===== src/core/placeholder_none.sv =====
/*
  Intentionally empty compile unit kept out of the design.
  Assumes nothing.
*/
`default_nettype none
`default_nettype wire


===== src/pkg/sync_fmt_pkg.sv =====
/*
  Shared constants for the sync detect and output format block:
  register offsets, field positions, reset values and timing counts.
  Assumes an 8-bit register port and a 250 MHz core clock.
*/
`default_nettype none

package sync_fmt_pkg;

  localparam int ADDR_W = 8;
  localparam int DATA_W = 8;
  localparam int PIX_W = 8;

  // Register offsets
  localparam logic [7:0] ADDR_SOURCE_OVERRIDE = 8'h0E;
  localparam logic [7:0] ADDR_COAST_CONTROL = 8'h0F;
  localparam logic [7:0] ADDR_SYNC_DETECT_STATUS = 8'h14;
  localparam logic [7:0] ADDR_OUTPUT_FORMAT_CONFIG = 8'h15;

  // Source override fields
  localparam int BIT_H_OVERRIDE = 4;
  localparam int BIT_H_SOURCE = 3;
  localparam int BIT_V_OVERRIDE = 1;
  localparam int BIT_V_SOURCE = 0;
  localparam logic [3:0] SOURCE_OVERRIDE_RESET = 4'h0;

  // Coast control field
  localparam int BIT_COAST_SELECT = 5;
  localparam logic COAST_SELECT_RESET = 1'b0;

  // Status fields
  localparam int BIT_H_ACTIVE = 7;
  localparam int BIT_H_AUTO_SRC = 6;
  localparam int BIT_H_POLARITY = 5;
  localparam int BIT_V_ACTIVE = 4;
  localparam int BIT_V_AUTO_SRC = 3;
  localparam int BIT_VOUT_POLARITY = 2;
  localparam int BIT_SLICER_ACTIVE = 1;
  localparam int BIT_COAST_POLARITY = 0;

  // Output format fields
  localparam int BIT_DUAL_CHANNEL = 7;
  localparam int BIT_YUV_422 = 4;
  localparam logic DUAL_CHANNEL_RESET = 1'b1;
  localparam logic YUV_422_RESET = 1'b0;

  // Timing
  localparam int CLK_MHZ = 250;
  localparam int WATCH_US = 100;
  localparam int WATCH_CYCLES = WATCH_US * CLK_MHZ;
  localparam int ACT_CNT_W = 24;
  localparam int POL_CNT_W = 16;

  // Synchronised pin indices
  localparam int PIN_HSYNC = 0;
  localparam int PIN_VSYNC = 1;
  localparam int PIN_SLICER = 2;
  localparam int PIN_SEPARATOR = 3;
  localparam int PIN_COAST = 4;
  localparam int PIN_COUNT = 5;

endpackage : sync_fmt_pkg

`default_nettype wire

===== src/core/activity_watch.sv =====
/*
  Activity watchdog for one synchronised sync signal.
  Assumes the input is already in the core clock domain.
*/
`default_nettype none

module activity_watch #(
  parameter int WATCH_CYCLES = sync_fmt_pkg::WATCH_CYCLES
) (
  input wire logic core_clk,
  input wire logic reset_n,
  input wire logic level,
  output logic active_r
);

  localparam logic [sync_fmt_pkg::ACT_CNT_W-1:0] LAST =
    sync_fmt_pkg::ACT_CNT_W'(WATCH_CYCLES - 1);

  logic prev_r;
  logic [1:0] arm_r;
  logic [sync_fmt_pkg::ACT_CNT_W-1:0] cnt_r;
  // Edges count only once the synchroniser holds a real sample
  wire logic armed = (arm_r == 2'h3);
  wire logic edge_seen = armed & (level ^ prev_r);
  wire logic expired = (cnt_r == LAST);

  always_ff @(posedge core_clk or negedge reset_n) begin
    if (!reset_n) begin
      prev_r <= 1'b0;
      arm_r <= 2'h0;
      cnt_r <= '0;
      active_r <= 1'b0;
    end else begin
      prev_r <= level;
      if (!armed) begin
        arm_r <= arm_r + 2'h1;
      end
      if (edge_seen) begin
        cnt_r <= '0;
        active_r <= 1'b1;
      end else if (expired) begin
        active_r <= 1'b0;
      end else begin
        cnt_r <= cnt_r + 1'b1;
      end
    end
  end

endmodule : activity_watch

`default_nettype wire


===== src/core/polarity_sense.sv =====
/*
  Polarity sense for one periodic sync signal: a short high phase
  compared with the low phase means active high.
  Assumes the input is already in the core clock domain.
*/
`default_nettype none

module polarity_sense (
  input wire logic core_clk,
  input wire logic reset_n,
  input wire logic level,
  output logic active_high_r
);

  localparam logic [sync_fmt_pkg::POL_CNT_W-1:0] CNT_MAX = '1;

  logic prev_r;
  logic [1:0] arm_r;
  logic [sync_fmt_pkg::POL_CNT_W-1:0] high_cnt_r;
  logic [sync_fmt_pkg::POL_CNT_W-1:0] low_cnt_r;
  // No false rise while the synchroniser fills after reset
  wire logic armed = (arm_r == 2'h3);
  wire logic rise = armed & level & ~prev_r;
  wire logic high_sat = (high_cnt_r == CNT_MAX);
  wire logic low_sat = (low_cnt_r == CNT_MAX);

  always_ff @(posedge core_clk or negedge reset_n) begin
    if (!reset_n) begin
      prev_r <= 1'b0;
      arm_r <= 2'h0;
      high_cnt_r <= '0;
      low_cnt_r <= '0;
      active_high_r <= 1'b0;
    end else begin
      prev_r <= level;
      if (!armed) begin
        arm_r <= arm_r + 2'h1;
      end
      if (rise) begin
        // Decide once per period, then restart both counts
        active_high_r <= (high_cnt_r < low_cnt_r);
        high_cnt_r <= '0;
        low_cnt_r <= '0;
      end else if (level && !high_sat) begin
        high_cnt_r <= high_cnt_r + 1'b1;
      end else if (!level && !low_sat) begin
        low_cnt_r <= low_cnt_r + 1'b1;
      end
    end
  end

endmodule : polarity_sense

`default_nettype wire


===== src/core/sync_detect_output_format.sv =====
/*
  Sync activity and polarity status plus output format for a
  three-channel video digitiser, with its register port.
  Assumes sync pins are asynchronous, pixel data arrive on core_clk
  at one pixel per cycle, and the register port is on core_clk.
*/
// Operation
// - Status bit 7 shows hsync pin activity
// - Status bit 6 shows automatic hsync source
// - Hsync override uses software source
// - Status bit 5 shows input hsync polarity
// - Status bit 4 shows vsync pin activity
// - Status bit 3 shows automatic vsync source
// - Status bit 2: vsync output polarity, 1=low
// - Status bit 1 shows slicer activity
// - Status bit 0 shows coast signal polarity
// - Dual channel mode, half-rate clock, resets dual
// - Config bit 4 selects 4:2:2, resets normal
// - 4:2:2: red carries chroma, green carries Y
// - Coast source: pin, or vsync when selected
`default_nettype none

module sync_detect_output_format #(
  parameter int WATCH_CYCLES = sync_fmt_pkg::WATCH_CYCLES
) (
  input wire logic core_clk,
  input wire logic reset_n,
  input wire logic [sync_fmt_pkg::ADDR_W-1:0] reg_addr,
  input wire logic [sync_fmt_pkg::DATA_W-1:0] reg_wdata,
  input wire logic reg_wr,
  input wire logic reg_rd,
  output logic [sync_fmt_pkg::DATA_W-1:0] reg_rdata,
  input wire logic hsync_pin,
  input wire logic vsync_pin,
  input wire logic green_sync_slicer_input,
  input wire logic separator_vsync,
  input wire logic coast_pin,
  input wire logic [sync_fmt_pkg::PIX_W-1:0] red_in,
  input wire logic [sync_fmt_pkg::PIX_W-1:0] green_in,
  input wire logic [sync_fmt_pkg::PIX_W-1:0] blue_in,
  output logic [sync_fmt_pkg::PIX_W-1:0] red_a,
  output logic [sync_fmt_pkg::PIX_W-1:0] green_a,
  output logic [sync_fmt_pkg::PIX_W-1:0] blue_a,
  output logic [sync_fmt_pkg::PIX_W-1:0] red_b,
  output logic [sync_fmt_pkg::PIX_W-1:0] green_b,
  output logic [sync_fmt_pkg::PIX_W-1:0] blue_b,
  output logic output_pixel_clock,
  output logic vertical_sync_output
);

  localparam int PW = sync_fmt_pkg::PIX_W;
  localparam int NP = sync_fmt_pkg::PIN_COUNT;

  // Pin synchronisers
  wire logic [NP-1:0] pins_raw = {
    coast_pin, separator_vsync, green_sync_slicer_input,
    vsync_pin, hsync_pin
  };
  logic [NP-1:0] pins_meta_r;
  logic [NP-1:0] pins_sync_r;

  genvar gi;
  generate
    for (gi = 0; gi < NP; gi++) begin : g_sync
      always_ff @(posedge core_clk or negedge reset_n) begin
        if (!reset_n) begin
          pins_meta_r[gi] <= 1'b0;
          pins_sync_r[gi] <= 1'b0;
        end else begin
          pins_meta_r[gi] <= pins_raw[gi];
          pins_sync_r[gi] <= pins_meta_r[gi];
        end
      end
    end
  endgenerate

  wire logic hs_s = pins_sync_r[sync_fmt_pkg::PIN_HSYNC];
  wire logic vs_s = pins_sync_r[sync_fmt_pkg::PIN_VSYNC];
  wire logic sl_s = pins_sync_r[sync_fmt_pkg::PIN_SLICER];
  wire logic sep_s = pins_sync_r[sync_fmt_pkg::PIN_SEPARATOR];
  wire logic co_s = pins_sync_r[sync_fmt_pkg::PIN_COAST];

  // Software registers
  logic h_override_r;
  logic h_source_r;
  logic v_override_r;
  logic v_source_r;
  logic coast_select_r;
  logic dual_channel_r;
  logic yuv_422_r;
  logic [sync_fmt_pkg::DATA_W-1:0] rdata_r;

  wire logic sel_override =
    (reg_addr == sync_fmt_pkg::ADDR_SOURCE_OVERRIDE);
  wire logic sel_coast = (reg_addr == sync_fmt_pkg::ADDR_COAST_CONTROL);
  wire logic sel_status =
    (reg_addr == sync_fmt_pkg::ADDR_SYNC_DETECT_STATUS);
  wire logic sel_format =
    (reg_addr == sync_fmt_pkg::ADDR_OUTPUT_FORMAT_CONFIG);

  always_ff @(posedge core_clk or negedge reset_n) begin
    if (!reset_n) begin
      h_override_r <= sync_fmt_pkg::SOURCE_OVERRIDE_RESET[
        sync_fmt_pkg::BIT_H_OVERRIDE];
      h_source_r <= sync_fmt_pkg::SOURCE_OVERRIDE_RESET[
        sync_fmt_pkg::BIT_H_SOURCE];
      v_override_r <= sync_fmt_pkg::SOURCE_OVERRIDE_RESET[
        sync_fmt_pkg::BIT_V_OVERRIDE];
      v_source_r <= sync_fmt_pkg::SOURCE_OVERRIDE_RESET[
        sync_fmt_pkg::BIT_V_SOURCE];
    end else if (reg_wr && sel_override) begin
      h_override_r <= reg_wdata[sync_fmt_pkg::BIT_H_OVERRIDE];
      h_source_r <= reg_wdata[sync_fmt_pkg::BIT_H_SOURCE];
      v_override_r <= reg_wdata[sync_fmt_pkg::BIT_V_OVERRIDE];
      v_source_r <= reg_wdata[sync_fmt_pkg::BIT_V_SOURCE];
    end
  end

  always_ff @(posedge core_clk or negedge reset_n) begin
    if (!reset_n) begin
      coast_select_r <= sync_fmt_pkg::COAST_SELECT_RESET;
    end else if (reg_wr && sel_coast) begin
      coast_select_r <= reg_wdata[sync_fmt_pkg::BIT_COAST_SELECT];
    end
  end

  always_ff @(posedge core_clk or negedge reset_n) begin
    if (!reset_n) begin
      dual_channel_r <= sync_fmt_pkg::DUAL_CHANNEL_RESET;
      yuv_422_r <= sync_fmt_pkg::YUV_422_RESET;
    end else if (reg_wr && sel_format) begin
      dual_channel_r <= reg_wdata[sync_fmt_pkg::BIT_DUAL_CHANNEL];
      yuv_422_r <= reg_wdata[sync_fmt_pkg::BIT_YUV_422];
    end
  end

  // Activity watchdogs: hsync pin, vsync pin, slicer
  wire logic [2:0] act_in = {sl_s, vs_s, hs_s};
  logic [2:0] act;

  generate
    for (gi = 0; gi < 3; gi++) begin : g_act
      activity_watch #(
        .WATCH_CYCLES(WATCH_CYCLES)
      ) u_act (
        .core_clk(core_clk),
        .reset_n(reset_n),
        .level(act_in[gi]),
        .active_r(act[gi])
      );
    end
  endgenerate

  wire logic h_active = act[0];
  wire logic v_active = act[1];
  wire logic slicer_active = act[2];

  wire logic auto_horizontal_source = ~h_active & slicer_active;
  wire logic auto_vertical_source = ~v_active;
  wire logic h_src = h_override_r ? h_source_r : auto_horizontal_source;
  wire logic v_src = v_override_r ? v_source_r : auto_vertical_source;

  wire logic hs_eff = h_src ? sl_s : hs_s;
  wire logic vs_eff = v_src ? sep_s : vs_s;
  wire logic coast_sig = coast_select_r ? vs_eff : co_s;

  // Polarity: hsync pin, vsync output, coast, selected hsync
  wire logic [3:0] pol_in = {hs_eff, coast_sig, vs_eff, hs_s};
  logic [3:0] pol;

  generate
    for (gi = 0; gi < 4; gi++) begin : g_pol
      polarity_sense u_pol (
        .core_clk(core_clk),
        .reset_n(reset_n),
        .level(pol_in[gi]),
        .active_high_r(pol[gi])
      );
    end
  endgenerate

  // Status word
  logic [7:0] status;
  always_comb begin
    status = 8'h00;
    status[sync_fmt_pkg::BIT_H_ACTIVE] = h_active;
    status[sync_fmt_pkg::BIT_H_AUTO_SRC] = auto_horizontal_source;
    status[sync_fmt_pkg::BIT_H_POLARITY] = pol[0];
    status[sync_fmt_pkg::BIT_V_ACTIVE] = v_active;
    status[sync_fmt_pkg::BIT_V_AUTO_SRC] = auto_vertical_source;
    status[sync_fmt_pkg::BIT_VOUT_POLARITY] = ~pol[1];
    status[sync_fmt_pkg::BIT_SLICER_ACTIVE] = slicer_active;
    status[sync_fmt_pkg::BIT_COAST_POLARITY] = pol[2];
  end

  wire logic [7:0] override_rd = {
    3'h0, h_override_r, h_source_r, 1'b0, v_override_r, v_source_r
  };
  wire logic [7:0] coast_rd = {2'h0, coast_select_r, 5'h00};
  wire logic [7:0] format_rd = {dual_channel_r, 2'h0, yuv_422_r, 4'h0};

  logic [7:0] rd_mux;
  always_comb begin
    if (sel_status) begin
      rd_mux = status;
    end else if (sel_format) begin
      rd_mux = format_rd;
    end else if (sel_override) begin
      rd_mux = override_rd;
    end else if (sel_coast) begin
      rd_mux = coast_rd;
    end else begin
      rd_mux = 8'h00;
    end
  end

  // Read data valid only in the cycle after the strobe
  always_ff @(posedge core_clk or negedge reset_n) begin
    if (!reset_n) begin
      rdata_r <= 8'h00;
    end else if (reg_rd) begin
      rdata_r <= rd_mux;
    end else begin
      rdata_r <= 8'h00;
    end
  end

  // Pixel phase, restarted at the leading edge of selected hsync
  logic hs_prev_r;
  logic phase_r;
  wire logic hs_lead = pol[3] ? (hs_eff & ~hs_prev_r) :
                                (~hs_eff & hs_prev_r);
  wire logic phase_nxt = hs_lead ? 1'b0 : ~phase_r;

  always_ff @(posedge core_clk or negedge reset_n) begin
    if (!reset_n) begin
      hs_prev_r <= 1'b0;
      phase_r <= 1'b0;
    end else begin
      hs_prev_r <= hs_eff;
      phase_r <= phase_nxt;
    end
  end

  // U from blue input, V from red input
  wire logic [PW-1:0] fmt_red = !yuv_422_r ? red_in :
                                 (phase_nxt ? red_in : blue_in);
  wire logic [PW-1:0] fmt_green = green_in;
  wire logic [PW-1:0] fmt_blue = yuv_422_r ? {PW{1'b0}} : blue_in;

  wire logic load_a = !dual_channel_r || !phase_nxt;
  wire logic load_b = dual_channel_r && phase_nxt;

  logic [PW-1:0] red_a_r;
  logic [PW-1:0] green_a_r;
  logic [PW-1:0] blue_a_r;
  logic [PW-1:0] red_b_r;
  logic [PW-1:0] green_b_r;
  logic [PW-1:0] blue_b_r;
  logic pclk_r;
  logic vertical_sync_output_r;

  always_ff @(posedge core_clk or negedge reset_n) begin
    if (!reset_n) begin
      red_a_r <= '0;
      green_a_r <= '0;
      blue_a_r <= '0;
    end else if (load_a) begin
      red_a_r <= fmt_red;
      green_a_r <= fmt_green;
      blue_a_r <= fmt_blue;
    end
  end

  always_ff @(posedge core_clk or negedge reset_n) begin
    if (!reset_n) begin
      red_b_r <= '0;
      green_b_r <= '0;
      blue_b_r <= '0;
    end else if (!dual_channel_r) begin
      red_b_r <= '0;
      green_b_r <= '0;
      blue_b_r <= '0;
    end else if (load_b) begin
      red_b_r <= fmt_red;
      green_b_r <= fmt_green;
      blue_b_r <= fmt_blue;
    end
  end

  always_ff @(posedge core_clk or negedge reset_n) begin
    if (!reset_n) begin
      pclk_r <= 1'b0;
      vertical_sync_output_r <= 1'b0;
    end else begin
      pclk_r <= dual_channel_r ? ~phase_nxt : 1'b1;
      vertical_sync_output_r <= vs_eff;
    end
  end

  assign reg_rdata = rdata_r;
  assign red_a = red_a_r;
  assign green_a = green_a_r;
  assign blue_a = blue_a_r;
  assign red_b = red_b_r;
  assign green_b = green_b_r;
  assign blue_b = blue_b_r;
  assign output_pixel_clock = pclk_r;
  assign vertical_sync_output = vertical_sync_output_r;

endmodule : sync_detect_output_format

`default_nettype wire


===== config.mk =====
export PLATFORM = sky130hd
export DESIGN_NAME = sync_detect_output_format
export DESIGN_NICKNAME = d
export VERILOG_FILES = /design/src/core/placeholder_none.sv /design/src/pkg/sync_fmt_pkg.sv /design/src/core/activity_watch.sv /design/src/core/polarity_sense.sv /design/src/core/sync_detect_output_format.sv
export SDC_FILE = /design/constraint.sdc
export NUM_CORES = 1
export LEC_CHECK = 0
export ABC_AREA = 1
export BUFFER_PORTS_ARGS = -buffer_cell sky130_fd_sc_hd__buf_2
export CORE_MARGIN = 4
export CORE_UTILIZATION = 55
export CTS_CLUSTER_DIAMETER = 60
export DETAILED_ROUTE_END_ITERATION = 10
export GPL_TIMING_DRIVEN = 0
export PLACE_DENSITY_LB_ADDON = 0.1
export SETUP_SLACK_MARGIN = 0.05
export SLEW_MARGIN = 40
export SYNTH_ARGS = -nofsm -noshare
export SYNTH_HDL_FRONTEND = slang
export SYNTH_SLANG_ARGS = --single-unit

===== constraint.sdc =====
create_clock -name core_clk -period 3.3 [get_ports core_clk]
set_clock_uncertainty 0.05 [all_clocks]
set_input_delay 0.165 -clock core_clk [delete_from_list [all_inputs] [get_ports core_clk]]
set_output_delay 0.165 -clock core_clk [all_outputs]
set_load 0.02 [all_outputs]

==> results by group <==
Outcome
  • Status: complete, no violations

Worst setup path
  • R2R Path End: red_b[6]
  • CP Max Fanout: 10
  • Critical path class: reg -> reg
  • Reg2Reg Launch Point: g_act[2].u_act.active_r
  • FF-to-FF path depth: 12
  • Crit end category: flop
  • Reg2reg setup slack: 0.96 ns
  • Most frequent CP cell: nand2_1
  • Worst EP required: 3.71 ns
  • CP Launch Type: flop
  • Slowest CP cell: dlygate4sd3_1
  • Crit path max-delay family: simple AND/OR/NAND/NOR gates
  • Worst Path Arrival: approximately 2.8 ns
  • CP Cell Sequence: nand2_1 > nand2_1 > nand3_2 > nand2_2 > nand3_2 > nand3_4 > nor2_2 > buf_6 > buf_6 > nand3_1 > dlygate4sd3_1 > nand2_1
  • Crit path buffers/inverters: 3
  • Crit-path max cell delay: 0.58 ns

Logic synthesis
  • Top-count cell post-synth: nand2_1
  • Synthesized area per cell: 8.00 sq um
  • Post-synth EDFFs: 0
  • Ys Warns: 0
  • Post-Synthesis Cells: 2143
  • Synth top area share: 43.9%
  • Commonest cells in the netlist: nand2_1 (443), dfrtp_1 (301), inv_1 (252), nand3_1 (217), nor2_1 (168)
  • Syn nets: approximately 2300
  • Ranking of synthesized cells by area: dfrtp_1 (44%), nand2_1 (9.7%), nand3_1 (6.3%), ha_1 (5.7%), inv_1 (5.5%)
  • Post-synth top flop: dfrtp_1
  • Yosys reg bits: 302
  • Synth unique cells: 51
  • Largest area contributor in the netlist: dfrtp_1
  • Asr flop ratio synth: 100%
  • Seq/Total Area, Yosys: about 44%
  • Syn Std Cell Area: 17100 sq um

Global route
  • GRT Total Usage: 25.1%
  • Total congestion overflow: 0
  • Vias in the first global route: around 15000
  • First-pass GRT wire length: approximately 71000 um
  • Maximum number of pins on one net before global-route repair: 76
  • Initial antenna violation count: 0

Floorplan
  • Die H: 185 um
  • Die X: 185 um
  • Die area: 34100 sq um
  • Core Rows: 64
  • IO Count: 107
  • Initial Utilization: 55.9%
  • Core Area: 30700 sq um

Place
  • # placed instances: 2647
  • Routability-driven placement congestion ratio: between 0.9 and 1
  • DPL Wire Length: 30100 um
  • Setup WS pre-CTS: ~1.2 ns
  • Area after DPL: roughly 18000 sq um
  • Number of port buffers: 104

Final layout
  • Filler cells: 2602
  • Number of diodes: 0
  • Layout Nets: 2462
  • Final Cell Area: about 20000 sq um
  • Share of cells above drive strength 1: around 13%
  • Post-Layout Cell Count: 2756
  • Layout overhead on the synthesized area: 16.2%

Min path
  • Hold Path Depth: 5
  • Hold EP: blue_a[0]
  • HP Class: in -> reg
  • Hold_sp: blue_in[0]

STA
  • Tcrit/Tclk final: 70.8%
  • Setup TNS: 0 ns
  • Max Clk Rate: 428 MHz
  • Final Hold Fails: 0
  • Worst hold slack: between 0.02 and 0.03 ns
  • Final Critical Period: 2.34 ns
  • Setup Viol. Count Final: 0
  • Slew Viols, Final: 0
  • Final worst setup slack: just under 1 ns
  • Unrepaired setup endpoints after global routing: false
  • Slew at the pin closest to its max-slew limit: around 0.62 ns
  • Relative slew margins: 58.3%

Clocking
  • Postcts setup bufs: 0
  • CTS tree: built
  • Clock-pin slew on the worst setup and hold paths: 0.06 ns
  • Clock Tree Buf Depth: 3
  • CTS H-tree depth: 2
  • Num CTS Buffers: 37
  • Clock sink total: slightly above 300
  • Clock tree root driver cell: clkbuf_16
  • Clk_lat worst skew: 0.52 ns

Detailed routing
  • Pre-antenna DRT Iters: 5
  • DRT iter0 DRCs: 981
  • Drt total wl: 41500 um
  • Drt drc: 0
  • Drt wl/cell: approximately 15 um
  • Antenna viol nets, final: 0
  • Vias/cell: 5.49
  • DR vias: between 15000 and 20000

Power and ir drop
  • LEAKAGE: 9.27 nW
  • P_sw: 0.00355 W
  • Int Pwr: 0.00744 W
  • Power Dens Cells: about 550 nW/um^2
  • Clk pwr share: about 36%
  • Comb power frac: 23.3%
  • Switch share: 32.3%
  • VDD IR max: between 500 and 600 uV
  • Reg power frac: around 40%

Flow run
  • Max Cap Viol: 0
[how the worst max path moves through the flow]
| stage | start | depth (start not counted) | to |
|---|---|---|---|
| 2_1_floorplan | g_pol[1].u_pol.low_cnt_r[0] | 9 | g_pol[1].u_pol.low_cnt_r[0] |
| 3_3_place_gp | reset_n | 1 | green_b[7] |
| 3_5_place_dp | hs_s | 8 | g_pol[0].u_pol.low_cnt_r[14] |
| 4_1_cts | g_act[2].u_act.active_r | 12 | red_b[3] |
| 5_1_grt | g_act[2].u_act.active_r | 12 | red_b[6] |
| 6_report | g_act[2].u_act.active_r | 12 | red_b[6] |
[state kept, by name (all words and copies together) (netlist names), 2 cells and up]
name                       flops
blue_a                         8
blue_b                         8
g_act.u_act.active_r           3
g_act.u_act.arm_r              6
g_act.u_act.cnt_r             72
g_act.u_act.prev_r             2
g_pol.u_pol.active_high_r      4
g_pol.u_pol.arm_r              8
g_pol.u_pol.high_cnt_r        64
g_pol.u_pol.low_cnt_r         64
g_pol.u_pol.prev_r             4
green_a                        8
green_b                        8
pins_meta_r                    5
red_a                          8
red_b                          8
reg_rdata                      8
[cell families after synthesis]
group                      count (synthesis)  synth area share (%)
DFF                                      302                  44.1
muxes                                      5                 0.328
adders and majority gates                 78                  5.69
buffers and inverters                    321                  7.68
and+or+nand+nor                         1055                  28.2
xor gates and xnor gates                  88                  4.50
AOI/OAI and AO/OA                        294                  9.46
[power groups by stage]
| stage | logic (W) | clock network, W | registers [W] |
|---|---|---|---|
| global placement | 0.00239 | 0 | 0.00450 |
| global route | 0.00288 | 0.00421 | 0.00451 |
| detailed placement | 0.00246 | 0 | 0.00450 |
| floorplan | 0.00137 | 0 | 0.00472 |
| finish | 0.00256 | 0.00396 | 0.00446 |
| CTS | 0.00256 | 0.00406 | 0.00445 |
[routing by layer]
| layer | global-route usage [%] | wire length [um] | vias to the layer above |
|---|---|---|---|
| met1 | 34.2 | 18700 | 7197 |
| met3 | 3.79 | 1950 | 67 |
| met2 | 41.8 | 19700 | 359 |
| met4 | 7.25 | 1070 | 0 |
| met5 | 0 | 0 | - |
| li1 | - | - | 7494 |
[per-stage QoR]
stage,util (%),total power (W)
2_1_floorplan,-,0.00609
3_3_place_gp,59.2,0.00689
3_5_place_dp,59.6,0.00696
4_1_cts,65.0,0.0111
5_1_grt,65.0,0.0116
6_report,65.0,0.0110
[worst register-to-register path: cells and delay by family, from the launching register on]
| kind | cells | cell delay, ns |
|---|---|---|
| buffers and inverters | 3 | 0.90 |
| AND/OR/NAND/NOR | 9 | 0.92 |
| flip-flops | 1 | 0.44 |
[cells in the final DEF (no fill, tap or decap), types with 17 or more instances in the layout]
cell | netlist | layout
nand2_1 | 443 | 443
dfrtp_1 | 301 | 301
inv_1 | 252 | 252
nand3_1 | 217 | 217
nor2_1 | 168 | 168
buf_2 | 18 | 121
o21ai_0 | 106 | 106
a21oi_1 | 92 | 92
ha_1 | 78 | 78
nor3_1 | 73 | 73
xor2_1 | 72 | 72
nand4_1 | 51 | 51
o21ai_1 | 48 | 48
dlygate4sd3_1 | 0 | 45
clkbuf_16 | 0 | 39
inv_2 | 24 | 24
clkbuf_1 | 11 | 21
nor4_1 | 20 | 20
nand3b_1 | 20 | 20
o21ai_2 | 19 | 19
nor2_2 | 17 | 17
[layout make-up]
class | instances | area, sq um | area share, %
Clock buffer | 54 | 1080 | 5.43
Sequential cell | 302 | 7560 | 37.9
Clock inverter | 10 | 116 | 0.584
Timing Repair Buffer | 153 | 1090 | 5.48
Multi-Input combinational cell | 1520 | 8270 | 41.5
Tap cell | 396 | 495 | 2.49
Inverter | 278 | 1050 | 5.25
Buffer | 43 | 270 | 1.36
[repair_timing]
item	4_1_cts	5_1_grt
hold buffers	45	0
endpoints found under the hold margin	220	0
gates resized for setup	0	0
Power figures use the tool's default switching activity.
